File: config.mk
export PLATFORM = sky130hd
export DESIGN_NAME = poe_port_event_interrupt_logic
export DESIGN_NICKNAME = d
export VERILOG_FILES = /design/src/poe_irq_pkg.sv /design/src/flag_bank_if.sv /design/src/pin_sync.sv /design/src/sticky_flags.sv /design/src/poe_port_event_interrupt_logic.sv
export SDC_FILE = /design/constraint.sdc
export NUM_CORES = 1
export LEC_CHECK = 0
export BUFFER_PORTS_ARGS = -buffer_cell sky130_fd_sc_hd__buf_2
export CORE_MARGIN = 3
export CORE_UTILIZATION = 55
export CTS_CLUSTER_DIAMETER = 80
export DETAILED_ROUTE_END_ITERATION = 10
export MAX_ROUTING_LAYER = met4
export PLACE_DENSITY = 0.75
export SLEW_MARGIN = 20
export SYNTH_ARGS = -nofsm -noshare
export SYNTH_HDL_FRONTEND = slang
export SYNTH_SLANG_ARGS = --single-unit
File: constraint.sdc
create_clock -name core_clk -period 4.4 [get_ports core_clk]
set_input_delay 0.44 -clock core_clk [delete_from_list [all_inputs] [get_ports core_clk]]
set_output_delay 0.44 -clock core_clk [all_outputs]
set_load 0.01 [all_outputs]
File: src/poe_irq_pkg.sv
// Shared constants for the port event and interrupt logic
package poe_irq_pkg;

   // Register offsets on the management bus
   localparam logic [7:0] ADDR_IRQ_SUMMARY = 8'h00;
   localparam logic [7:0] ADDR_GATE_MASK = 8'h01;
   localparam logic [7:0] ADDR_POWER = 8'h02;
   localparam logic [7:0] ADDR_POWER_CLR = 8'h03;
   localparam logic [7:0] ADDR_PROBE = 8'h04;
   localparam logic [7:0] ADDR_PROBE_CLR = 8'h05;
   localparam logic [7:0] ADDR_FAULT = 8'h06;
   localparam logic [7:0] ADDR_FAULT_CLR = 8'h07;
   localparam logic [7:0] ADDR_START = 8'h08;
   localparam logic [7:0] ADDR_START_CLR = 8'h09;
   localparam logic [7:0] ADDR_SUPPLY = 8'h0A;
   localparam logic [7:0] ADDR_SUPPLY_CLR = 8'h0B;

   // Event groups, index order of the flag banks
   localparam int NUM_GROUPS = 5;
   localparam int G_POWER = 0;
   localparam int G_PROBE = 1;
   localparam int G_FAULT = 2;
   localparam int G_START = 3;
   localparam int G_SUPPLY = 4;
   localparam logic [4:0][7:0] CLEAR_ADDR = {ADDR_SUPPLY_CLR,
      ADDR_START_CLR, ADDR_FAULT_CLR, ADDR_PROBE_CLR, ADDR_POWER_CLR};

   // Summary and mask bit positions
   localparam int BIT_SUPPLY = 7;
   localparam int BIT_START = 6;
   localparam int BIT_OVERCURRENT = 5;
   localparam int BIT_CLASS = 4;
   localparam int BIT_DETECT = 3;
   localparam int BIT_UNPLUG = 2;
   localparam int BIT_POWER_GOOD = 1;
   localparam int BIT_POWER_ON = 0;

   // Supply flag bit positions
   localparam int SUP_THERMAL = 7;
   localparam int SUP_LOGIC_UV = 5;
   localparam int SUP_PORT_UV = 4;
   localparam int SUP_SINE = 1;

   // Reset values
   localparam logic [7:0] FLAGS_RESET = 8'h00;
   localparam logic [7:0] MASK_RESET_FIXED = 8'h80;
   localparam logic [7:0] MASK_STRAP_BITS = 8'h64;
   localparam logic [7:0] SUPPLY_POR_BASE = 8'h22;
   localparam logic [7:0] SUPPLY_POR_LATE = 8'h10;
   localparam logic [7:0] POINTER_RESET = 8'h00;

   // Link framing
   localparam logic [2:0] SLAVE_ADDR_HIGH = 3'h2;
   localparam logic [3:0] BYTE_FULL = 4'h8;
   localparam logic [3:0] TX_LAST_BIT = 4'h7;

endpackage

File: src/flag_bank_if.sv
// Connection between the register logic and one sticky flag bank
`timescale 1ns/100ps
interface flag_bank_if #(parameter int WIDTH = 8);
   logic [WIDTH-1:0] set;
   logic clear;
   logic [WIDTH-1:0] por_value;
   logic [WIDTH-1:0] flags;
   modport bank(input set, input clear, input por_value, output flags);
   modport user(output set, output clear, output por_value, input flags);
endinterface

File: src/pin_sync.sv
// Two-stage synchroniser for pins from outside the core clock domain
`timescale 1ns/100ps
module pin_sync #(
   parameter int WIDTH = 8
) (
   input wire logic core_clk,           // Core clock
   input wire logic clk_en,             // Freezes state while low
   input wire logic [WIDTH-1:0] d,      // Asynchronous pin levels
   output logic [WIDTH-1:0] q           // Synchronised levels
);
   typedef struct packed {
      logic [WIDTH-1:0] s1;
      logic [WIDTH-1:0] s2;
   } state_s;

   state_s r;
   state_s next_r;

   // First stage feeds only the second
   always_comb begin
      next_r = r;
      next_r.s1 = d;
      next_r.s2 = r.s1;
   end

   // Data path only, no reset needed
   always_ff @(posedge core_clk) begin
      if (clk_en) begin
         r <= next_r;
      end
   end

   assign q = r.s2;
endmodule

File: src/sticky_flags.sv
// Sticky event flag bank with clear and power-on value
`timescale 1ns/100ps
module sticky_flags (
   input wire logic core_clk,           // Core clock
   input wire logic reset,              // Synchronous reset, high
   input wire logic clk_en,             // Freezes state while low
   flag_bank_if.bank bank               // Set, clear and flag view
);
   typedef struct packed {
      logic [7:0] flags;
   } state_s;

   state_s q;
   state_s next_q;

   // Set wins over a clear in the same cycle
   always_comb begin
      next_q = q;
      if (reset) begin
         next_q.flags = bank.por_value;
      end else begin
         next_q.flags = (q.flags & ~{8{bank.clear}}) | bank.set;
      end
   end

   always_ff @(posedge core_clk) begin
      if (clk_en) begin
         q <= next_q;
      end
   end

   assign bank.flags = q.flags;
endmodule

File: src/poe_port_event_interrupt_logic.sv
// Port event flags, interrupt gating and serial management slave
// Function
// - Detect summary is OR of four ports
// - Unplug summary is OR of four ports
// - Power-good summary is OR of ports
// - Power-on summary is OR of ports
// - Stop condition returns register pointer to zero
// - Mask bit gates matching summary onto interrupt
// - Flags update regardless of mask contents
// - Global enable needed for any interrupt
// - Mask reset: supply set, strap bits, rest zero
// - Mask bits map supply down to power-on
// - Power flags at 02h, clearing read 03h
// - Clearing read releases interrupt it caused
// - Probe flags at 04h, clearing read 05h
// - Fault flags at 06h, clearing read 07h
// - Start flags at 08h/09h, upper bits zero
// - Every event bit feeds its summary bit
// - Supply flags at 0Ah, clearing read 0Bh
// - Supply flags power up with logic-undervolt and sine bits set, port-undervolt too if late
// - Interrupt low when flagged, masked in, enabled
// - Clearing read empties its own group, clear-all empties summary
// - Supply, start, overcurrent, class summaries are ORs
`timescale 1ns/100ps
module poe_port_event_interrupt_logic (
   input wire logic core_clk,                  // Core clock, 25 MHz
   input wire logic reset,                     // Synchronous reset, high
   input wire logic clk_en,                    // Freezes all state when low
   input wire logic scl_pin,                   // Management bus clock pin
   input wire logic sda_in,                    // Management bus data level
   output logic sda_out,                       // Data drive value, always 0
   output logic sda_oe,                        // High while pulling data low
   input wire logic [3:0] slave_addr_pins,     // Low bits of slave address
   input wire logic mode_strap,                // Mode strap pin
   input wire logic port_supply_late,          // Port supply rose last
   input wire logic irq_global_enable,         // Global interrupt enable
   input wire logic clear_all_events,          // Pulse, clears every flag
   input wire logic [3:0] port_power_good_change,   // Event pulses
   input wire logic [3:0] port_power_on_change,     // Event pulses
   input wire logic [3:0] port_class_cycle,         // Event pulses
   input wire logic [3:0] port_detect_cycle,        // Event pulses
   input wire logic [3:0] port_unplug,              // Event pulses
   input wire logic [3:0] port_overcurrent_timeout, // Event pulses
   input wire logic [3:0] port_start_timeout,       // Event pulses
   input wire logic thermal_shutdown_flag,     // Supply event pulse
   input wire logic logic_supply_undervolt,    // Supply event pulse
   input wire logic port_supply_undervolt,     // Supply event pulse
   input wire logic sine_generator_fault,      // Supply event pulse
   output logic irq_n                          // Interrupt, active low
);
   typedef enum logic [8:0] {
      S_IDLE = 9'h001,
      S_ADDR = 9'h002,
      S_ADDR_ACK = 9'h004,
      S_PTR = 9'h008,
      S_PTR_ACK = 9'h010,
      S_WDATA = 9'h020,
      S_WACK = 9'h040,
      S_RDATA = 9'h080,
      S_RACK = 9'h100
   } link_state_e;

   typedef struct packed {
      link_state_e state;
      logic scl_prev;
      logic sda_prev;
      logic [7:0] shift;
      logic [3:0] count;
      logic [7:0] pointer;
      logic master_ack;
      logic drive_low;
      logic [7:0] mask;
      logic irq_n;
   } state_s;

   state_s q;
   state_s next_q;

   logic [7:0] pins_q;
   logic scl;
   logic sda;
   logic [3:0] addr_bits;
   logic strap;
   logic supply_late;
   logic scl_rise;
   logic scl_fall;
   logic start_cond;
   logic stop_cond;
   logic fetch;
   logic write_strobe;
   logic [7:0] read_data;
   logic [7:0] summary;
   logic [4:0][7:0] group_set;
   logic [4:0] group_clear;
   logic [4:0][7:0] group_por;
   logic [4:0][7:0] group_flags;

   // Pin synchronisers
   pin_sync #(.WIDTH(8)) u_sync (
      .core_clk(core_clk),
      .clk_en(clk_en),
      .d({scl_pin, sda_in, slave_addr_pins, mode_strap, port_supply_late}),
      .q(pins_q)
   );

   assign scl = pins_q[7];
   assign sda = pins_q[6];
   assign addr_bits = pins_q[5:2];
   assign strap = pins_q[1];
   assign supply_late = pins_q[0];

   // Bus conditions from synchronised levels
   assign scl_rise = scl && !q.scl_prev;
   assign scl_fall = !scl && q.scl_prev;
   assign start_cond = scl && q.scl_prev && q.sda_prev && !sda;
   assign stop_cond = scl && q.scl_prev && !q.sda_prev && sda;

   // Byte fetch for a read, and byte write strobe
   assign fetch = !reset && scl_fall &&
      ((q.state == S_ADDR_ACK && q.shift[0]) ||
       (q.state == S_RACK && q.master_ack));
   assign write_strobe = !reset && scl_fall && q.state == S_WDATA &&
      q.count == poe_irq_pkg::BYTE_FULL;

   // Event inputs into the flag banks, one process drives the whole array
   always_comb begin
      group_set = '0;
      group_set[poe_irq_pkg::G_POWER] =
         {port_power_good_change, port_power_on_change};
      group_set[poe_irq_pkg::G_PROBE] =
         {port_class_cycle, port_detect_cycle};
      group_set[poe_irq_pkg::G_FAULT] =
         {port_unplug, port_overcurrent_timeout};
      group_set[poe_irq_pkg::G_START] = {4'h0, port_start_timeout};
      group_set[poe_irq_pkg::G_SUPPLY][poe_irq_pkg::SUP_THERMAL] =
         thermal_shutdown_flag;
      group_set[poe_irq_pkg::G_SUPPLY][poe_irq_pkg::SUP_LOGIC_UV] =
         logic_supply_undervolt;
      group_set[poe_irq_pkg::G_SUPPLY][poe_irq_pkg::SUP_PORT_UV] =
         port_supply_undervolt;
      group_set[poe_irq_pkg::G_SUPPLY][poe_irq_pkg::SUP_SINE] =
         sine_generator_fault;
   end

   // Power-on values of the flag banks
   always_comb begin
      group_por = '0;
      group_por[poe_irq_pkg::G_SUPPLY] = poe_irq_pkg::SUPPLY_POR_BASE |
         (supply_late ? poe_irq_pkg::SUPPLY_POR_LATE
                      : poe_irq_pkg::FLAGS_RESET);
   end

   // Flag banks, cleared by their clearing read or clear-all
   flag_bank_if #(.WIDTH(8)) grp [poe_irq_pkg::NUM_GROUPS] ();
   generate
      for (genvar g = 0; g < poe_irq_pkg::NUM_GROUPS; g++) begin : gen_bank
         assign group_clear[g] = (fetch &&
            q.pointer == poe_irq_pkg::CLEAR_ADDR[g]) ||
            clear_all_events;
         assign grp[g].set = group_set[g];
         assign grp[g].clear = group_clear[g];
         assign grp[g].por_value = group_por[g];
         assign group_flags[g] = grp[g].flags;
         sticky_flags u_bank (
            .core_clk(core_clk),
            .reset(reset),
            .clk_en(clk_en),
            .bank(grp[g])
         );
      end
   endgenerate

   // Summary bits, supply down to power-on
   always_comb begin
      summary = 8'h00;
      summary[poe_irq_pkg::BIT_SUPPLY] =
         |group_flags[poe_irq_pkg::G_SUPPLY];
      summary[poe_irq_pkg::BIT_START] =
         |group_flags[poe_irq_pkg::G_START][3:0];
      summary[poe_irq_pkg::BIT_OVERCURRENT] =
         |group_flags[poe_irq_pkg::G_FAULT][3:0];
      summary[poe_irq_pkg::BIT_CLASS] =
         |group_flags[poe_irq_pkg::G_PROBE][7:4];
      summary[poe_irq_pkg::BIT_DETECT] =
         |group_flags[poe_irq_pkg::G_PROBE][3:0];
      summary[poe_irq_pkg::BIT_UNPLUG] =
         |group_flags[poe_irq_pkg::G_FAULT][7:4];
      summary[poe_irq_pkg::BIT_POWER_GOOD] =
         |group_flags[poe_irq_pkg::G_POWER][7:4];
      summary[poe_irq_pkg::BIT_POWER_ON] =
         |group_flags[poe_irq_pkg::G_POWER][3:0];
   end

   // Register read selection, both addresses of a group alike
   always_comb begin
      case (q.pointer)
         poe_irq_pkg::ADDR_IRQ_SUMMARY: read_data = summary;
         poe_irq_pkg::ADDR_GATE_MASK: read_data = q.mask;
         poe_irq_pkg::ADDR_POWER,
         poe_irq_pkg::ADDR_POWER_CLR:
            read_data = group_flags[poe_irq_pkg::G_POWER];
         poe_irq_pkg::ADDR_PROBE,
         poe_irq_pkg::ADDR_PROBE_CLR:
            read_data = group_flags[poe_irq_pkg::G_PROBE];
         poe_irq_pkg::ADDR_FAULT,
         poe_irq_pkg::ADDR_FAULT_CLR:
            read_data = group_flags[poe_irq_pkg::G_FAULT];
         poe_irq_pkg::ADDR_START,
         poe_irq_pkg::ADDR_START_CLR:
            read_data = group_flags[poe_irq_pkg::G_START];
         poe_irq_pkg::ADDR_SUPPLY,
         poe_irq_pkg::ADDR_SUPPLY_CLR:
            read_data = group_flags[poe_irq_pkg::G_SUPPLY];
         default: read_data = 8'h00;
      endcase
   end

   // Link state machine, mask register and interrupt output
   always_comb begin
      next_q = q;
      next_q.scl_prev = scl;
      next_q.sda_prev = sda;
      if (reset) begin
         next_q.state = S_IDLE;
         next_q.scl_prev = 1'b1;
         next_q.sda_prev = 1'b1;
         next_q.shift = 8'h00;
         next_q.count = 4'h0;
         next_q.pointer = poe_irq_pkg::POINTER_RESET;
         next_q.master_ack = 1'b0;
         next_q.drive_low = 1'b0;
         next_q.mask = poe_irq_pkg::MASK_RESET_FIXED |
            (strap ? poe_irq_pkg::MASK_STRAP_BITS
                   : poe_irq_pkg::FLAGS_RESET);
         next_q.irq_n = 1'b1;
      end else begin
         if (stop_cond) begin
            next_q.state = S_IDLE;
            next_q.drive_low = 1'b0;
            next_q.pointer = poe_irq_pkg::POINTER_RESET;
         end else if (start_cond) begin
            next_q.state = S_ADDR;
            next_q.count = 4'h0;
            next_q.drive_low = 1'b0;
         end else begin
            unique case (q.state)
               S_IDLE: begin
                  next_q.drive_low = 1'b0;
               end
               S_ADDR, S_PTR, S_WDATA: begin
                  if (scl_rise) begin
                     next_q.shift = {q.shift[6:0], sda};
                     next_q.count = q.count + 4'h1;
                  end else if (scl_fall &&
                               q.count == poe_irq_pkg::BYTE_FULL) begin
                     next_q.drive_low = 1'b1;
                     next_q.count = 4'h0;
                     if (q.state == S_ADDR) begin
                        if (q.shift[7:1] ==
                            {poe_irq_pkg::SLAVE_ADDR_HIGH, addr_bits}) begin
                           next_q.state = S_ADDR_ACK;
                        end else begin
                           next_q.state = S_IDLE;
                           next_q.drive_low = 1'b0;
                        end
                     end else if (q.state == S_PTR) begin
                        next_q.pointer = q.shift;
                        next_q.state = S_PTR_ACK;
                     end else begin
                        if (write_strobe &&
                            q.pointer == poe_irq_pkg::ADDR_GATE_MASK) begin
                           next_q.mask = q.shift;
                        end
                        next_q.pointer = q.pointer + 8'h01;
                        next_q.state = S_WACK;
                     end
                  end
               end
               S_ADDR_ACK, S_PTR_ACK, S_WACK: begin
                  if (fetch) begin
                     next_q.shift = read_data;
                     next_q.drive_low = !read_data[7];
                     next_q.pointer = q.pointer + 8'h01;
                     next_q.state = S_RDATA;
                  end else if (scl_fall) begin
                     next_q.drive_low = 1'b0;
                     next_q.state = (q.state == S_ADDR_ACK) ? S_PTR : S_WDATA;
                  end
               end
               S_RDATA: begin
                  if (scl_fall) begin
                     if (q.count == poe_irq_pkg::TX_LAST_BIT) begin
                        next_q.drive_low = 1'b0;
                        next_q.state = S_RACK;
                     end else begin
                        next_q.shift = {q.shift[6:0], 1'b0};
                        next_q.drive_low = !q.shift[6];
                        next_q.count = q.count + 4'h1;
                     end
                  end
               end
               S_RACK: begin
                  if (scl_rise) begin
                     next_q.master_ack = !sda;
                  end else if (fetch) begin
                     next_q.shift = read_data;
                     next_q.drive_low = !read_data[7];
                     next_q.count = 4'h0;
                     next_q.pointer = q.pointer + 8'h01;
                     next_q.state = S_RDATA;
                  end else if (scl_fall) begin
                     next_q.state = S_IDLE;
                  end
               end
            endcase
         end
         // Flags keep updating; only the output is gated
         next_q.irq_n = !((|(summary & q.mask)) &&
            irq_global_enable);
      end
   end

   always_ff @(posedge core_clk) begin
      if (clk_en) begin
         q <= next_q;
      end
   end

   assign sda_out = 1'b0;
   assign sda_oe = q.drive_low;
   assign irq_n = q.irq_n;
endmodule

Yosys cells after proc, flatten, opt, wreduce, memory -nomap -nowiden
Cells that the tools add are included.

operators by class
  $add $sub $neg = 2
  eq/ne operators = 54
  muxes and demuxes = 59
  bitwise gates (word level) = 16
  reductions and logical operators = 70

operator list
  kind                number
  $mux 8              15
  $mux 9              13
  $pmux 8 s7          1
  $and 8x8->8         6
  $mux 12             4
  $mux 20             2
  $ne 4x4->1 const B  10
  $not 8->8           5
  $pmux 9 s4          1
  $ne 5x5->1 const B  7
  $eq 8x3->1 const B  4
  $eq 8x4->1 const B  4
  $or 8x8->8          4
  $pmux 8 s4          1
  $reduce_or 4->1     7
  $reduce_and 9->1    3
  $pmux 8 s3          1
  $logic_and 1x1->1   21
  $ne 3x3->1 const B  6
  $eq 8x2->1 const B  2
  $reduce_or 8->1     2
  $reduce_bool 5->1   3
  $mux 7              2
  $ne 6x6->1 const B  2
  37 further kinds    75

storage, ports and cells
  bits in registers = 98
  word-level logic and storage cells = 221

Longest topological paths before layout
Gate-level depths: netlist (run 1).

  depth in word-level cells = 15
  depth in mapped cells = 8

Cells and area by module
From an unflattened synthesis (run 1), not the netlist that was laid out.

second synthesis, totals
  cell total of the unflattened synthesis = 570
  area total of the unflattened synthesis = 6148.4 um^2

modules (own cells, without submodules)
  module                          times used  cells an instance  area each (um^2)  sequential area each (um^2)
  poe_port_event_interrupt_logic  1           349                3246.9            1261.2
  sticky_flags                    5           41                 484.2             240.2
  pin_sync                        1           16                 480.5             480.5

Worst setup path before layout (run 1)
No wires, ideal clock.

  kind = flip-flop to flip-flop
  start = register q[38] (netlist bit)
  end = register q[23] (netlist bit), enable pin
  data arrival time = 2.638 ns
  required time = 4.002 ns
  path slack = 1.365 ns
  cell stages (with the launch flop) = 6
  clock period less this slack = 3.035 ns
  cells stage by stage = edfxtp_1 -> clkbuf_1 -> or4_1 -> a211oi_2 -> nor3_1 -> o41ai_1

on the way
  cells in the longest elaborated chain, start to end = 6

RTL lines
  item                                             line                                                                                                                 text
  from (decl)                                      poe_port_event_interrupt_logic.sv:76                                                                                 state_s q;
  from (signal assigned)                           poe_port_event_interrupt_logic.sv:325                                                                                q <= next_q;
  $eq 9x3->1 / $eq 9x9->1 (equally long branches)  poe_port_event_interrupt_logic.sv:120, poe_port_event_interrupt_logic.sv:246, poe_port_event_interrupt_logic.sv:121
  $logic_and 1x1->1 (on tied branches)             poe_port_event_interrupt_logic.sv:120, poe_port_event_interrupt_logic.sv:121
  $logic_or 1x1->1                                 poe_port_event_interrupt_logic.sv:120                                                                                ((q.state == S_ADDR_ACK && q.shift[0]) ||
  $logic_and 1x1->1                                poe_port_event_interrupt_logic.sv:119                                                                                assign fetch = !reset && scl_fall &&
  $ne 3x3->1 (no line)                             n/a
  $reduce_and 10->1 (no line) *                    n/a

Every way passes the cells marked *; elsewhere a longest branch is shown, timed or not.
A chain may end at the register's enable or synchronous reset.

Final worst setup path (run 1)
  start = register q[40] (netlist bit)
  end = register q[14] (netlist bit), enable pin

on the way
  cells in the longest elaborated chain, start to end = 6

RTL lines
  item                                             line
  $eq 9x3->1 / $eq 9x9->1 (equally long branches)  poe_port_event_interrupt_logic.sv:120, poe_port_event_interrupt_logic.sv:246, poe_port_event_interrupt_logic.sv:121
  $logic_and 1x1->1 (on tied branches)             poe_port_event_interrupt_logic.sv:120, poe_port_event_interrupt_logic.sv:121
  $logic_or 1x1->1                                 poe_port_event_interrupt_logic.sv:120
  $logic_and 1x1->1                                poe_port_event_interrupt_logic.sv:119
  $ne 4x4->1 (no line)                             n/a
  $reduce_and 9->1 (no line) *                     n/a

Marks and branches as above.

==> tab_implementation.tex, run 1 <==
\begin{tabular}{lr}
\hline
Metric & Value \\
\hline
\multicolumn{2}{l}{\textbf{Run status}} \\
Outcome & completed \\
\multicolumn{2}{l}{\textbf{Floorplan}} \\
Top-level I/O count & between 40 and 50 \\
X dimension of the die & between 100 and 150 um \\
Initial cell density of the core & between 50\% and 60\% \\
Overall die height & 104 um \\
Cell row count & 35 \\
Floorplan die area & $\sim$11000 um\^{}2 \\
Area of the core & 9330 um\^{}2 \\
\multicolumn{2}{l}{\textbf{Clock tree}} \\
Post-cts gate resize count & 0 \\
Number of buffers added by the clock tree synthesis step & 9 \\
Maximum level of the CTS H-tree & 3 \\
Clock transition at the registers of the reported paths & 0.10 ns \\
Number of buffers inserted to repair setup after CTS & 0 \\
Insertion delay of the later-clocked pin in the worst-skew pair & about 0.38 ns \\
Cts-stage hold buffer count & 0 \\
Cell at the root of the clock tree & sky130\_fd\_sc\_hd\_\_clkbuf\_8 \\
CTS tree & done \\
Maximum clock path buffer count & 2 \\
Num Clock Sinks & a little under 100 \\
\multicolumn{2}{l}{\textbf{Route}} \\
Total number of vias & around 4100 \\
First DRT Iteration DRCs & about 400 \\
DR WL/cell & 20.5 um \\
Total DRC errors in the routed layout & 0 \\
Number of iterations in the first detailed-routing pass & 6 \\
Antenna-violating nets left & 0 \\
WL final & around 13 mm \\
Average vias per placed instance & between 6 and 7 \\
\multicolumn{2}{l}{\textbf{GRT}} \\
Global-route met1 utilization & 37.2\% \\
Global-route wire length before repair & $\sim$21 mm \\
Vias in the first global route & approximately 3800 \\
Met3 usage & 5.28\% \\
GR met2 Demand/Resource & between 30\% and 40\% \\
GR Util All Layers & 24.9\% \\
Global-route layer with the greatest usage & met1 \\
Antenna violations before repair & 0 \\
Total gr overflow & 0 \\
Largest net degree at the start of global routing & between 50 and 60 \\
\multicolumn{2}{l}{\textbf{Power}} \\
Pwr Total & 0.00190 W \\
Leakage power total & just over 2 nW \\
Peak supply drop & around 280 uV \\
Power density over cell area & roughly 330 nW/um\^{}2 \\
\multicolumn{2}{l}{\textbf{Logic synthesis}} \\
Dominant cells by area after synthesis & sky130\_fd\_sc\_hd\_\_edfxtp\_1 55\%, sky130\_fd\_sc\_hd\_\_a22o\_1 5.6\%, sky130\_fd\_sc\_hd\_\_nor2\_1 2.8\% \\
Ys Warns & 0 \\
Most used DFF post-synth & sky130\_fd\_sc\_hd\_\_edfxtp\_1 \\
Largest area contributor in the netlist & sky130\_fd\_sc\_hd\_\_edfxtp\_1 \\
Leading post-synthesis cells by instance count & 98 x sky130\_fd\_sc\_hd\_\_edfxtp\_1, 39 x sky130\_fd\_sc\_hd\_\_nor2\_1, 34 x sky130\_fd\_sc\_hd\_\_a22o\_1 \\
Share of flip-flops with an asynchronous set or reset & 0\% \\
Top-area cell type share of the netlist area & 55.4\% \\
Share of synthesized area occupied by flip-flops and latches & a little under three fifths \\
Post-synthesis instance area & between 5000 and 6000 um\^{}2 \\
Most frequent cell after synthesis & sky130\_fd\_sc\_hd\_\_edfxtp\_1 \\
Unique cell type count in the Yosys netlist & 67 \\
Number of enable-type register cells in the synthesized netlist & a little under 100 \\
Post-Synthesis Net Count & roughly 500 \\
Register bit total from synthesis & between 90 and 100 \\
Gate count after technology mapping & approximately 460 \\
Synthesized area per cell & 11.5 um\^{}2 \\
\multicolumn{2}{l}{\textbf{Cells and area}} \\
Number of fill cells in the layout & roughly 780 \\
Non-filler cells, final & between 600 and 700 \\
P\&R area growth vs syn & 9.71\% \\
Post-layout net count & approximately 550 \\
Share of layout cells above drive strength 1 & $\sim$15\% \\
Total area of multi-input combinational cells & around 2200 um\^{}2 \\
Antenna diodes & 0 \\
Register cell area after layout & 2940 um\^{}2 \\
\multicolumn{2}{l}{\textbf{Timing}} \\
Largest clock skew in the final design & 0.0181 ns \\
Relative slew margins & a little over two fifths \\
Final critical path time including I/O delays and setup & a little under 3 ns \\
Number of endpoints with negative hold slack in the final report & 0 \\
Tcrit/Tclk final & roughly two thirds \\
Post-route setup slack & around 1.5 ns \\
Tightest Pin Transition & approximately 0.85 ns \\
Number of setup violations in the final report & 0 \\
Achievable frequency & between 300 and 400 MHz \\
Unrepaired setup endpoints after global routing & no \\
Total Neg Setup Slack & 0 ns \\
Number of slew-limit violations in the final report & 0 \\
\multicolumn{2}{l}{\textbf{Setup path}} \\
Crit path arrival time & 2.98 ns \\
Kind of launch point of the worst setup path & flip-flop \\
Type of element capturing the critical path & flip-flop \\
Worst-path maximum fanout & 18 \\
Required time at the endpoint of the critical path & approximately 4.4 ns \\
Worst setup path class & flip-flop to flip-flop \\
\multicolumn{2}{l}{\textbf{Place}} \\
I/O Buffers & between 40 and 50 \\
Placed instance count & 616 \\
Pre-CTS worst setup slack & between 1.5 and 2 ns \\
GPL Wtd Cong & slightly below 1 \\
Final HPWL from detailed placement & around 9.6 mm \\
\multicolumn{2}{l}{\textbf{Hold path}} \\
Hold crit path type & input port to flip-flop \\
\multicolumn{2}{l}{\textbf{Run}} \\
Maximum Capacitance Violations & 0 \\
\hline
\end{tabular}
cells by family (layout without fill, tap and decap cells):
logic type,count (synthesis),in the layout,share of synthesized area [%]
AOI/OAI and AO/OA,130,130,19.2
xor gates and xnor gates,17,17,2.80
adders and majority gates,7,7,1.60
buffers and inverters,42,84,3.09
DFF,98,98,55.4
muxes,9,9,1.72
other,1,1,0.0706
and+or+nand+nor,157,157,16.1
placed cells by master, fill, tap and decap left out, types with 9 or more instances in the layout:
master	n
sky130_fd_sc_hd__edfxtp_1	98
sky130_fd_sc_hd__buf_2	46
sky130_fd_sc_hd__nor2_1	39
sky130_fd_sc_hd__a22o_1	34
sky130_fd_sc_hd__o21ai_0	21
sky130_fd_sc_hd__and3_1	16
sky130_fd_sc_hd__nand3_1	16
sky130_fd_sc_hd__inv_1	15
sky130_fd_sc_hd__nand2_1	14
sky130_fd_sc_hd__a211oi_1	12
sky130_fd_sc_hd__nor4_1	10
sky130_fd_sc_hd__a21oi_1	10
sky130_fd_sc_hd__nor2b_1	10
sky130_fd_sc_hd__xnor2_1	9
sky130_fd_sc_hd__clkbuf_8	9
metrics by stage:
stage	util, %	area (um^2)	hold slack [ns]
global route	62.5	5830	0.216
detailed placement	60.5	5640	0.405
CTS	62.5	5830	0.220
finish	62.5	5830	0.234
floorplan	-	5310	0.400
global placement	60.5	5640	0.404
sequential cells by signal (all words and copies together), names as in the netlist:
| register | count |
|---|---|
| u_sync.q | 8 |
| u_sync.next_r | 8 |
| sda_oe | 1 |
| irq_n | 1 |
| gen_bank.u_bank.bank.flags | 40 |
| q | 40 |
critical path, cell delays in order, from the launching register on:
cell and delay, ns:
sky130_fd_sc_hd__edfxtp_1 0.56, sky130_fd_sc_hd__nor3_1 0.50, sky130_fd_sc_hd__nand4_1 0.64, sky130_fd_sc_hd__o21ai_0 0.33, sky130_fd_sc_hd__o211a_1 0.17, sky130_fd_sc_hd__o2111a_1 0.40
layout make-up:
class	count	area share [%]
sequential	98	50.5
multi-input combinational	321	37.8
clock inverter	7	1.01
timing repair buffer	52	4.72
clock buffer	9	2.13
tap	129	2.77
inverter	16	1.03
where the power goes:
part / total, W / switching [W] / internal [W]
combinational: 0.000194 / 0.000111 / 0.0000835
clock: 0.000552 / 0.000337 / 0.000216
sequential: 0.00115 / 0.0000574 / 0.00110
per-layer routing:
layer | part of all wire [%] | up-vias | wire length [um]
met5 | 0 | - | 0
met4 | 1.1 | 0 | 142
met3 | 8.6 | 13 | 1110
met2 | 45 | 209 | 5820
met1 | 45 | 1948 | 5870
li1 | - | 1905 | -
path summary, 6_finish.rpt:
check	to	slack, ns	from	cells after the start
worst max-delay path	q[14]	1.45	q[40]	5
worst max register to register	q[14]	1.45	q[40]	5
worst min register to register	u_sync.q[4]	0.43	u_sync.next_r[4]	0
worst min-delay path	u_sync.next_r[2]	0.23	slave_addr_pins[0]	1
Power figures use the tool's default switching activity.
==> inputs of run 2 (changes only) <==
--- a/config.mk
+++ b/config.mk
@@ -7,11 +7,11 @@
 export LEC_CHECK = 0
 export BUFFER_PORTS_ARGS = -buffer_cell sky130_fd_sc_hd__buf_2
 export CORE_MARGIN = 3
-export CORE_UTILIZATION = 55
+export CORE_UTILIZATION = 54
 export CTS_CLUSTER_DIAMETER = 80
 export DETAILED_ROUTE_END_ITERATION = 10
 export MAX_ROUTING_LAYER = met4
-export PLACE_DENSITY = 0.75
+export PLACE_DENSITY = 0.76
 export SLEW_MARGIN = 20
 export SYNTH_ARGS = -nofsm -noshare
 export SYNTH_HDL_FRONTEND = slang
==> constraint.sdc (replaced) <==
create_clock -name core_clk -period 2.5 [get_ports core_clk]
set_input_delay 0.25 -clock core_clk [delete_from_list [all_inputs] [get_ports core_clk]]
set_output_delay 0.25 -clock core_clk [all_outputs]
set_load 0.01 [all_outputs]
==> tab_implementation.tex, run 2 (synthesis results as in run 1) <==
\begin{tabular}{lr}
\hline
Metric & Value \\
\hline
\multicolumn{2}{l}{\textbf{Setup path}} \\
Worst-path maximum fanout & 8 (-10) \\
Worst setup path class & flip-flop to flip-flop \\
CP cell instances & buf\_4, or4\_1, nor4b\_2, a2bb2oi\_1, o41ai\_4, buf\_4 \\
Type of element capturing the critical path & flip-flop \\
Crit path arrival time & 2.54 ns (-0.44 ns) \\
Required time at the endpoint of the critical path & 2.62 ns (-1.81 ns) \\
Maximum single-stage delay on the critical path & 0.64 ns (about the same) \\
Kind of launch point of the worst setup path & flip-flop \\
Most repeated library cell on the critical path & sky130\_fd\_sc\_hd\_\_buf\_4 \\
Critical Path Slowest Stage Cell & sky130\_fd\_sc\_hd\_\_or4\_1 \\
Depth of the most critical reg-to-reg path & 6 (+1) \\
\multicolumn{2}{l}{\textbf{Place}} \\
Placed instance count & 648 (+5.2\%) \\
Pre-CTS worst setup slack & -0.0233 ns (-1.52 ns) \\
GPL Wtd Cong & 1.00 (+3.2\%) \\
I/O Buffers & 46 (unchanged) \\
Final HPWL from detailed placement & 9.77 mm (+2.0\%) \\
\multicolumn{2}{l}{\textbf{Timing}} \\
Number of slew-limit violations in the final report & 0 (unchanged) \\
Total Neg Setup Slack & 0 ns (unchanged) \\
Final critical path time including I/O delays and setup & 2.42 ns (-0.530 ns) \\
Tightest Pin Transition & 0.774 ns (-0.0790 ns) \\
Post-route setup slack & 0.0838 ns (-1.37 ns) \\
Achievable frequency & 414 MHz (+22\%) \\
Relative slew margins & 48.4\% (+5.3 points) \\
Number of setup violations in the final report & 0 (unchanged) \\
Unrepaired setup endpoints after global routing & no \\
Number of endpoints with negative hold slack in the final report & 0 (unchanged) \\
Final-layout worst hold slack & 0.0651 ns (-0.168 ns) \\
Tcrit/Tclk final & 96.6\% (+30 points) \\
Largest clock skew in the final design & 0.0141 ns (-0.00397 ns) \\
\multicolumn{2}{l}{\textbf{Route}} \\
First DRT Iteration DRCs & 543 (+37\%) \\
Antenna-violating nets left & 0 (unchanged) \\
Total number of vias & 4276 (+4.9\%) \\
DR WL/cell & 20.0 um (-2.5\%) \\
WL final & 13.3 mm (+2.9\%) \\
Average vias per placed instance & 6.41 (-0.57\%) \\
Met1 layer wirelength in the final routing & 5.82 mm (-0.77\%) \\
Total length of routed met3 wires & 1.39 mm (+25\%) \\
Number of iterations in the first detailed-routing pass & 5 (-1) \\
Detail Route met2 WL & 5.78 mm (-0.72\%) \\
Top layer used by detailed routing & met4 \\
Total DRC errors in the routed layout & 0 (unchanged) \\
\multicolumn{2}{l}{\textbf{Floorplan}} \\
Overall die height & 105 um (+0.87\%) \\
X dimension of the die & 105 um (+0.87\%) \\
Area of the core & 9420 um\^{}2 (+0.94\%) \\
Top-level I/O count & 48 (unchanged) \\
Cell row count & 35 (unchanged) \\
Floorplan die area & 11100 um\^{}2 (+1.7\%) \\
Initial cell density of the core & 56.4\% (-0.53 points) \\
\multicolumn{2}{l}{\textbf{Power}} \\
Peak supply drop & 408 uV (+47\%) \\
Power density over cell area & 562 nW/um\^{}2 (+72\%) \\
Pwr Total & 0.00344 W (+81\%) \\
Total internal power & 0.00257 W (+84\%) \\
Portion of total power attributed to combinational logic & 11.4\% (+1.2 points) \\
Switching power total & 0.000877 W (+74\%) \\
Sequential share of power & 58.4\% (-2.3 points) \\
Leakage power total & 2.24 nW (+9.3\%) \\
Clock network fraction of total power & 30.2\% (+1.1 points) \\
Sw Share & 25.5\% (-1.1 points) \\
\multicolumn{2}{l}{\textbf{GRT}} \\
GR Util All Layers & 24.7\% (-0.23 points) \\
Largest net degree at the start of global routing & 63 (+6.8\%) \\
Global-route wire length before repair & 20.8 mm (+0.70\%) \\
Antenna violations before repair & 0 (unchanged) \\
Total gr overflow & 0 (unchanged) \\
Vias in the first global route & 3947 (+3.1\%) \\
\multicolumn{2}{l}{\textbf{Cells and area}} \\
Antenna diodes & 0 (unchanged) \\
Number of fill cells in the layout & 726 (-6.3\%) \\
Total area of multi-input combinational cells & 2240 um\^{}2 (+1.5\%) \\
Post-layout net count & 584 (+6.4\%) \\
Register cell area after layout & 2940 um\^{}2 (unchanged) \\
P\&R area growth vs syn & 15.5\% \\
Commonest cells after routing, fill and taps aside & 98 x sky130\_fd\_sc\_hd\_\_edfxtp\_1, 46 x sky130\_fd\_sc\_hd\_\_buf\_2, 41 x sky130\_fd\_sc\_hd\_\_buf\_4 \\
Share of layout cells above drive strength 1 & 21.0\% (+5.7 points) \\
Non-filler cells, final & 667 (+5.5\%) \\
Leading cell type in the layout, fill and taps excluded & sky130\_fd\_sc\_hd\_\_edfxtp\_1 \\
\multicolumn{2}{l}{\textbf{Clock tree}} \\
Maximum level of the CTS H-tree & 3 (unchanged) \\
Maximum clock path buffer count & 2 (unchanged) \\
Clock transition at the registers of the reported paths & 0.10 ns (about the same) \\
Num Clock Sinks & 98 (unchanged) \\
Cell at the root of the clock tree & sky130\_fd\_sc\_hd\_\_clkbuf\_8 \\
Insertion delay of the later-clocked pin in the worst-skew pair & 0.36 ns (-0.02 ns) \\
Number of buffers added by the clock tree synthesis step & 9 (unchanged) \\
CTS tree & done \\
\multicolumn{2}{l}{\textbf{Hold path}} \\
Worst Hold Depth & 1 (unchanged) \\
Hold crit path type & input port to flip-flop \\
\multicolumn{2}{l}{\textbf{Run}} \\
Maximum Capacitance Violations & 0 (unchanged) \\
\multicolumn{2}{l}{\textbf{Run status}} \\
Outcome & completed \\
\hline
\end{tabular}
run 2: critical path, delay by kind of cell, from the launching register on:
kind / cells / cell delay [ns]
compound gates: 2 / 0.44
flops: 1 / 0.40
simple gates: 2 / 0.99
buf+inv: 2 / 0.35
run 2: through the flow:
| step | utilization, % | area (um^2) |
|---|---|---|
| final | 65.1 | 6130 |
| after global routing | 65.1 | 6130 |
| after detailed placement | 62.8 | 5910 |
| after floorplan | - | 5340 |
| after global placement | 62.8 | 5910 |
| after CTS | 64.9 | 6110 |
run 2: timing repair:
| item | 4_1_cts | 5_1_grt |
|---|---|---|
| setup endpoints to repair | 5 | 45 |
| resized for setup | 0 | 3 |
| buffers inserted | 1 | 2 |
| hold endpoints to repair | 0 | 0 |
| hold buffers | 0 | 0 |
| pin swaps | 2 | 2 |
run 2: final timing paths:
path,start,endpoint,slack [ns]
setup reg to reg,q[36],q[26],0.08
setup / recovery,q[36],q[26],0.08
hold reg to reg,u_sync.next_r[3],u_sync.q[3],0.43
hold / removal,sda_in,u_sync.next_r[6],0.07
run 2: power by group through the flow:
stage	combinational (W)	clock [W]	sequential, W
after floorplan	0.000242	0	0.00201
final	0.000393	0.00104	0.00201
after detailed placement	0.000385	0	0.00204
after global routing	0.000430	0.00111	0.00202
after CTS	0.000386	0.00105	0.00201
after global placement	0.000375	0	0.00204
run 2: layer usage:
metal	vias to the layer above	GRT usage, %
met5	-	-
met4	0	8.81
met3	32	4.94
met2	239	34.0
met1	2044	36.3
li1	1961	-
run 2: cell type report:
class / instances / share of cell area [%]
tap: 129 / 2.63
multi-input combinational: 321 / 36.5
timing repair buffer: 87 / 8.77
sequential: 98 / 48.0
inverter: 16 / 0.979
clock buffer: 10 / 2.08
clock inverter: 6 / 1.08
==> inputs of run 3 (changes only) <==
--- a/config.mk
+++ b/config.mk
@@ -7,12 +7,12 @@
 export LEC_CHECK = 0
 export BUFFER_PORTS_ARGS = -buffer_cell sky130_fd_sc_hd__buf_2
 export CORE_MARGIN = 3
-export CORE_UTILIZATION = 54
+export CORE_UTILIZATION = 35
 export CTS_CLUSTER_DIAMETER = 80
 export DETAILED_ROUTE_END_ITERATION = 10
 export MAX_ROUTING_LAYER = met4
-export PLACE_DENSITY = 0.76
 export SLEW_MARGIN = 20
 export SYNTH_ARGS = -nofsm -noshare
 export SYNTH_HDL_FRONTEND = slang
+export SYNTH_HIERARCHICAL = 1
 export SYNTH_SLANG_ARGS = --single-unit
==> tab_implementation.tex, run 3 <==
\begin{tabular}{lr}
\hline
Metric & Value \\
\hline
\multicolumn{2}{l}{\textbf{Run status}} \\
Outcome & complete, but fails checks \\
Failing checks & negative setup slack \\
\multicolumn{2}{l}{\textbf{GRT}} \\
Vias in the first global route & 4684 (+19\%) \\
Global-route wire length before repair & 25.5 mm (+22\%) \\
Total gr overflow & 0 (unchanged) \\
GR Util All Layers & 17.3\% (-7.4 points) \\
Antenna violations before repair & 0 (unchanged) \\
Largest net degree at the start of global routing & 70 (+11\%) \\
\multicolumn{2}{l}{\textbf{Route}} \\
WL final & 16.2 mm (+22\%) \\
First DRT Iteration DRCs & 381 (-30\%) \\
Average vias per placed instance & 5.15 (-20\%) \\
DR WL/cell & 17.4 um (-13\%) \\
Total DRC errors in the routed layout & 0 (unchanged) \\
Antenna-violating nets left & 0 (unchanged) \\
Total number of vias & 4798 (+12\%) \\
Number of iterations in the first detailed-routing pass & 5 (unchanged) \\
\multicolumn{2}{l}{\textbf{Clock tree}} \\
Maximum level of the CTS H-tree & 3 (unchanged) \\
Num Clock Sinks & 98 (unchanged) \\
Cts-stage hold buffer count & 0 (unchanged) \\
Cell at the root of the clock tree & sky130\_fd\_sc\_hd\_\_clkbuf\_16 \\
CTS tree & done \\
Clock transition at the registers of the reported paths & 0.07 ns (-0.03 ns) \\
Maximum clock path buffer count & 2 (unchanged) \\
Insertion delay of the later-clocked pin in the worst-skew pair & 0.35 ns (about the same) \\
Number of buffers added by the clock tree synthesis step & 9 (unchanged) \\
\multicolumn{2}{l}{\textbf{Cells and area}} \\
Total area of multi-input combinational cells & 3250 um\^{}2 (+45\%) \\
Commonest cells after routing, fill and taps aside & 98 x sky130\_fd\_sc\_hd\_\_edfxtp\_1, 58 x sky130\_fd\_sc\_hd\_\_buf\_4, 48 x sky130\_fd\_sc\_hd\_\_conb\_1 \\
Leading cell type in the layout, fill and taps excluded & sky130\_fd\_sc\_hd\_\_edfxtp\_1 \\
Register cell area after layout & 2940 um\^{}2 (unchanged) \\
Non-filler cells, final & 931 (+40\%) \\
Share of layout cells above drive strength 1 & 35.4\% (+14 points) \\
Area of all placed cells without fillers & 7510 um\^{}2 (+22\%) \\
Antenna diodes & 0 (unchanged) \\
P\&R area growth vs syn & 22.2\% \\
Number of fill cells in the layout & 1606 (+120\%) \\
Post-layout net count & 757 (+30\%) \\
\multicolumn{2}{l}{\textbf{Timing}} \\
Number of endpoints with negative hold slack in the final report & 0 (unchanged) \\
Tightest Pin Transition & 0.729 ns (-0.0450 ns) \\
Number of setup violations in the final report & 12 (+12) \\
Post-route setup slack & -0.0282 ns (-0.112 ns) \\
Final critical path time including I/O delays and setup & 2.53 ns (+0.112 ns) \\
Number of slew-limit violations in the final report & 0 (unchanged) \\
Tcrit/Tclk final & 101\% (+4.5 points) \\
Largest clock skew in the final design & 0.0130 ns (-0.00108 ns) \\
Unrepaired setup endpoints after global routing & yes \\
Achievable frequency & 396 MHz (-4.4\%) \\
Relative slew margins & 51.4\% (+3.0 points) \\
\multicolumn{2}{l}{\textbf{Power}} \\
Peak supply drop & 339 uV (-17\%) \\
Leakage power total & 2.81 nW (+25\%) \\
Sequential share of power & 50.7\% (-7.7 points) \\
Switching power total & 0.00102 W (+16\%) \\
Clock network fraction of total power & 35.1\% (+4.9 points) \\
Total internal power & 0.00297 W (+16\%) \\
Portion of total power attributed to combinational logic & 14.2\% (+2.8 points) \\
Power density over cell area & 531 nW/um\^{}2 (-5.4\%) \\
Sw Share & 25.6\% (+0.14 points) \\
\multicolumn{2}{l}{\textbf{Logic synthesis}} \\
Share of synthesized area occupied by flip-flops and latches & 47.9\% (-7.5 points) \\
Unique cell type count in the Yosys netlist & 72 (+7.5\%) \\
Synthesized area per cell & 10.8 um\^{}2 (-6.4\%) \\
Share of flip-flops with an asynchronous set or reset & 0\% (unchanged) \\
Dominant cells by area after synthesis & sky130\_fd\_sc\_hd\_\_edfxtp\_1 48\%, sky130\_fd\_sc\_hd\_\_a21oi\_2 5.7\%, sky130\_fd\_sc\_hd\_\_nand2b\_1 4.5\% \\
Ys Warns & 6 (+6) \\
Post-synthesis instance area & 6150 um\^{}2 (+16\%) \\
Leading post-synthesis cells by instance count & 98 x sky130\_fd\_sc\_hd\_\_edfxtp\_1, 44 x sky130\_fd\_sc\_hd\_\_nand2b\_1, 40 x sky130\_fd\_sc\_hd\_\_a21oi\_2 \\
Largest area contributor in the netlist & sky130\_fd\_sc\_hd\_\_edfxtp\_1 \\
Top-area cell type share of the netlist area & 47.9\% (-7.5 points) \\
Most used DFF post-synth & sky130\_fd\_sc\_hd\_\_edfxtp\_1 \\
Number of enable-type register cells in the synthesized netlist & 98 (unchanged) \\
Gate count after technology mapping & 570 (+24\%) \\
Register bit total from synthesis & 98 (unchanged) \\
Most frequent cell after synthesis & sky130\_fd\_sc\_hd\_\_edfxtp\_1 \\
\multicolumn{2}{l}{\textbf{Place}} \\
Post-Place Cell Area & 7130 um\^{}2 (+21\%) \\
Placed instance count & 913 (+41\%) \\
Final HPWL from detailed placement & 12.4 mm (+27\%) \\
I/O Buffers & 46 (unchanged) \\
GPL Wtd Cong & 0.967 (-3.3\%) \\
\multicolumn{2}{l}{\textbf{Setup path}} \\
Worst-path maximum fanout & 8 (unchanged) \\
Type of element capturing the critical path & flip-flop \\
Crit path arrival time & 2.60 ns (+0.06 ns) \\
Critical Path Slowest Stage Cell & sky130\_fd\_sc\_hd\_\_or4\_4 \\
Kind of launch point of the worst setup path & flip-flop \\
Worst setup path class & flip-flop to flip-flop \\
Maximum single-stage delay on the critical path & 0.54 ns (-0.10 ns) \\
CP cell instances & or4\_4, nand2b\_4, or2\_1, a221o\_1, a2111oi\_4, buf\_6 \\
Required time at the endpoint of the critical path & 2.57 ns (-0.05 ns) \\
\multicolumn{2}{l}{\textbf{Hold path}} \\
Hold crit path type & input port to flip-flop \\
\multicolumn{2}{l}{\textbf{Floorplan}} \\
Floorplan die area & 19200 um\^{}2 (+74\%) \\
Top-level I/O count & 48 (unchanged) \\
Overall die height & 139 um (+32\%) \\
Area of the core & 16900 um\^{}2 (+79\%) \\
X dimension of the die & 139 um (+32\%) \\
Initial cell density of the core & 36.4\% (-20 points) \\
Cell row count & 47 (+34\%) \\
\multicolumn{2}{l}{\textbf{Run}} \\
Maximum Capacitance Violations & 0 (unchanged) \\
\hline
\end{tabular}
run 3: changes by cell type in the layout (fill, tap and decap cells not counted), moves of 10 or more:
cell and delta:
sky130_fd_sc_hd__a21oi_2 +40, sky130_fd_sc_hd__and2b_1 +10, sky130_fd_sc_hd__buf_4 +17, sky130_fd_sc_hd__nor2b_2 +30
sky130_fd_sc_hd__nand2b_1 +37, sky130_fd_sc_hd__nor2_2 +30, sky130_fd_sc_hd__a22o_1 -25, sky130_fd_sc_hd__conb_1 +47
sky130_fd_sc_hd__and3_1 -13
run 3: routing by layer:
metal,GRT usage (%),vias up,part of all wire (%)
li1,-,2346,-
met3,3.00,18,5.3
met5,-,-,0
met1,23.4,2281,47
met2,26.6,153,47
met4,5.46,0,1.2
run 3: path summary, 6_finish.rpt:
path	slack (ns)	startpoint	to	cells past startpoint
max reg2reg	-0.03	q[40]	q[23]	6
max	-0.03	q[40]	q[23]	6
min reg2reg	0.42	u_sync/next_r[4]	u_sync/q[4]	0
min	0.07	port_supply_late	u_sync/next_r[0]	1
run 3: critical path, delay by kind of cell, from the launching register on:
kind	cells	cell delay, ns
buf+inv	1	0.19
flops	1	0.43
compound gates	2	0.69
simple gates	3	0.92
run 3: layout make-up:
class	instances	area share, %
clock buffers	10	3.05
clock inverters	6	0.850
multi-input cells	475	43.3
repair buffers	105	9.10
inverters	17	0.866
well taps	220	3.66
flip-flops and latches	98	39.2
run 3: logic make-up after synthesis:
kind of cell	synth area share (%)
flops	47.9
mux	1.04
fa+ha+maj	1.40
compound gates	17.8
xor+xnor	2.14
buf+inv	3.46
simple gates	26.2
other cells	0.122
run 3: repair_timing:
| item | 4_1_cts | 5_1_grt |
|---|---|---|
| pin swaps | 0 | 5 |
| gates resized for setup | 4 | 11 |
| endpoints found under the setup margin | 27 | 47 |
| buffers inserted | 0 | 2 |
run 3: metrics by stage:
step                setup slack (ns)  power [W]  util, %  hold slack (ns)  TNS, ns
floorplan                     -0.131    0.00238        -            0.349    -1.29
global placement             -0.0553    0.00260     42.3            0.401   -0.924
detailed placement           -0.0573    0.00261     42.3            0.406   -0.598
CTS                          -0.0312    0.00402     44.1           0.0546   -0.246
global route                  -0.106    0.00417     44.5           0.0526    -1.05
finish                       -0.0282    0.00399     44.5           0.0682   -0.231
run 3: power groups by stage:
stage                     clock network, W  logic, W  registers (W)
after detailed placement                 0  0.000553        0.00206
after global placement                   0  0.000542        0.00206
after CTS                          0.00144  0.000560        0.00202
final                              0.00140  0.000567        0.00202
after global routing               0.00152  0.000625        0.00203
after floorplan                          0  0.000366        0.00202
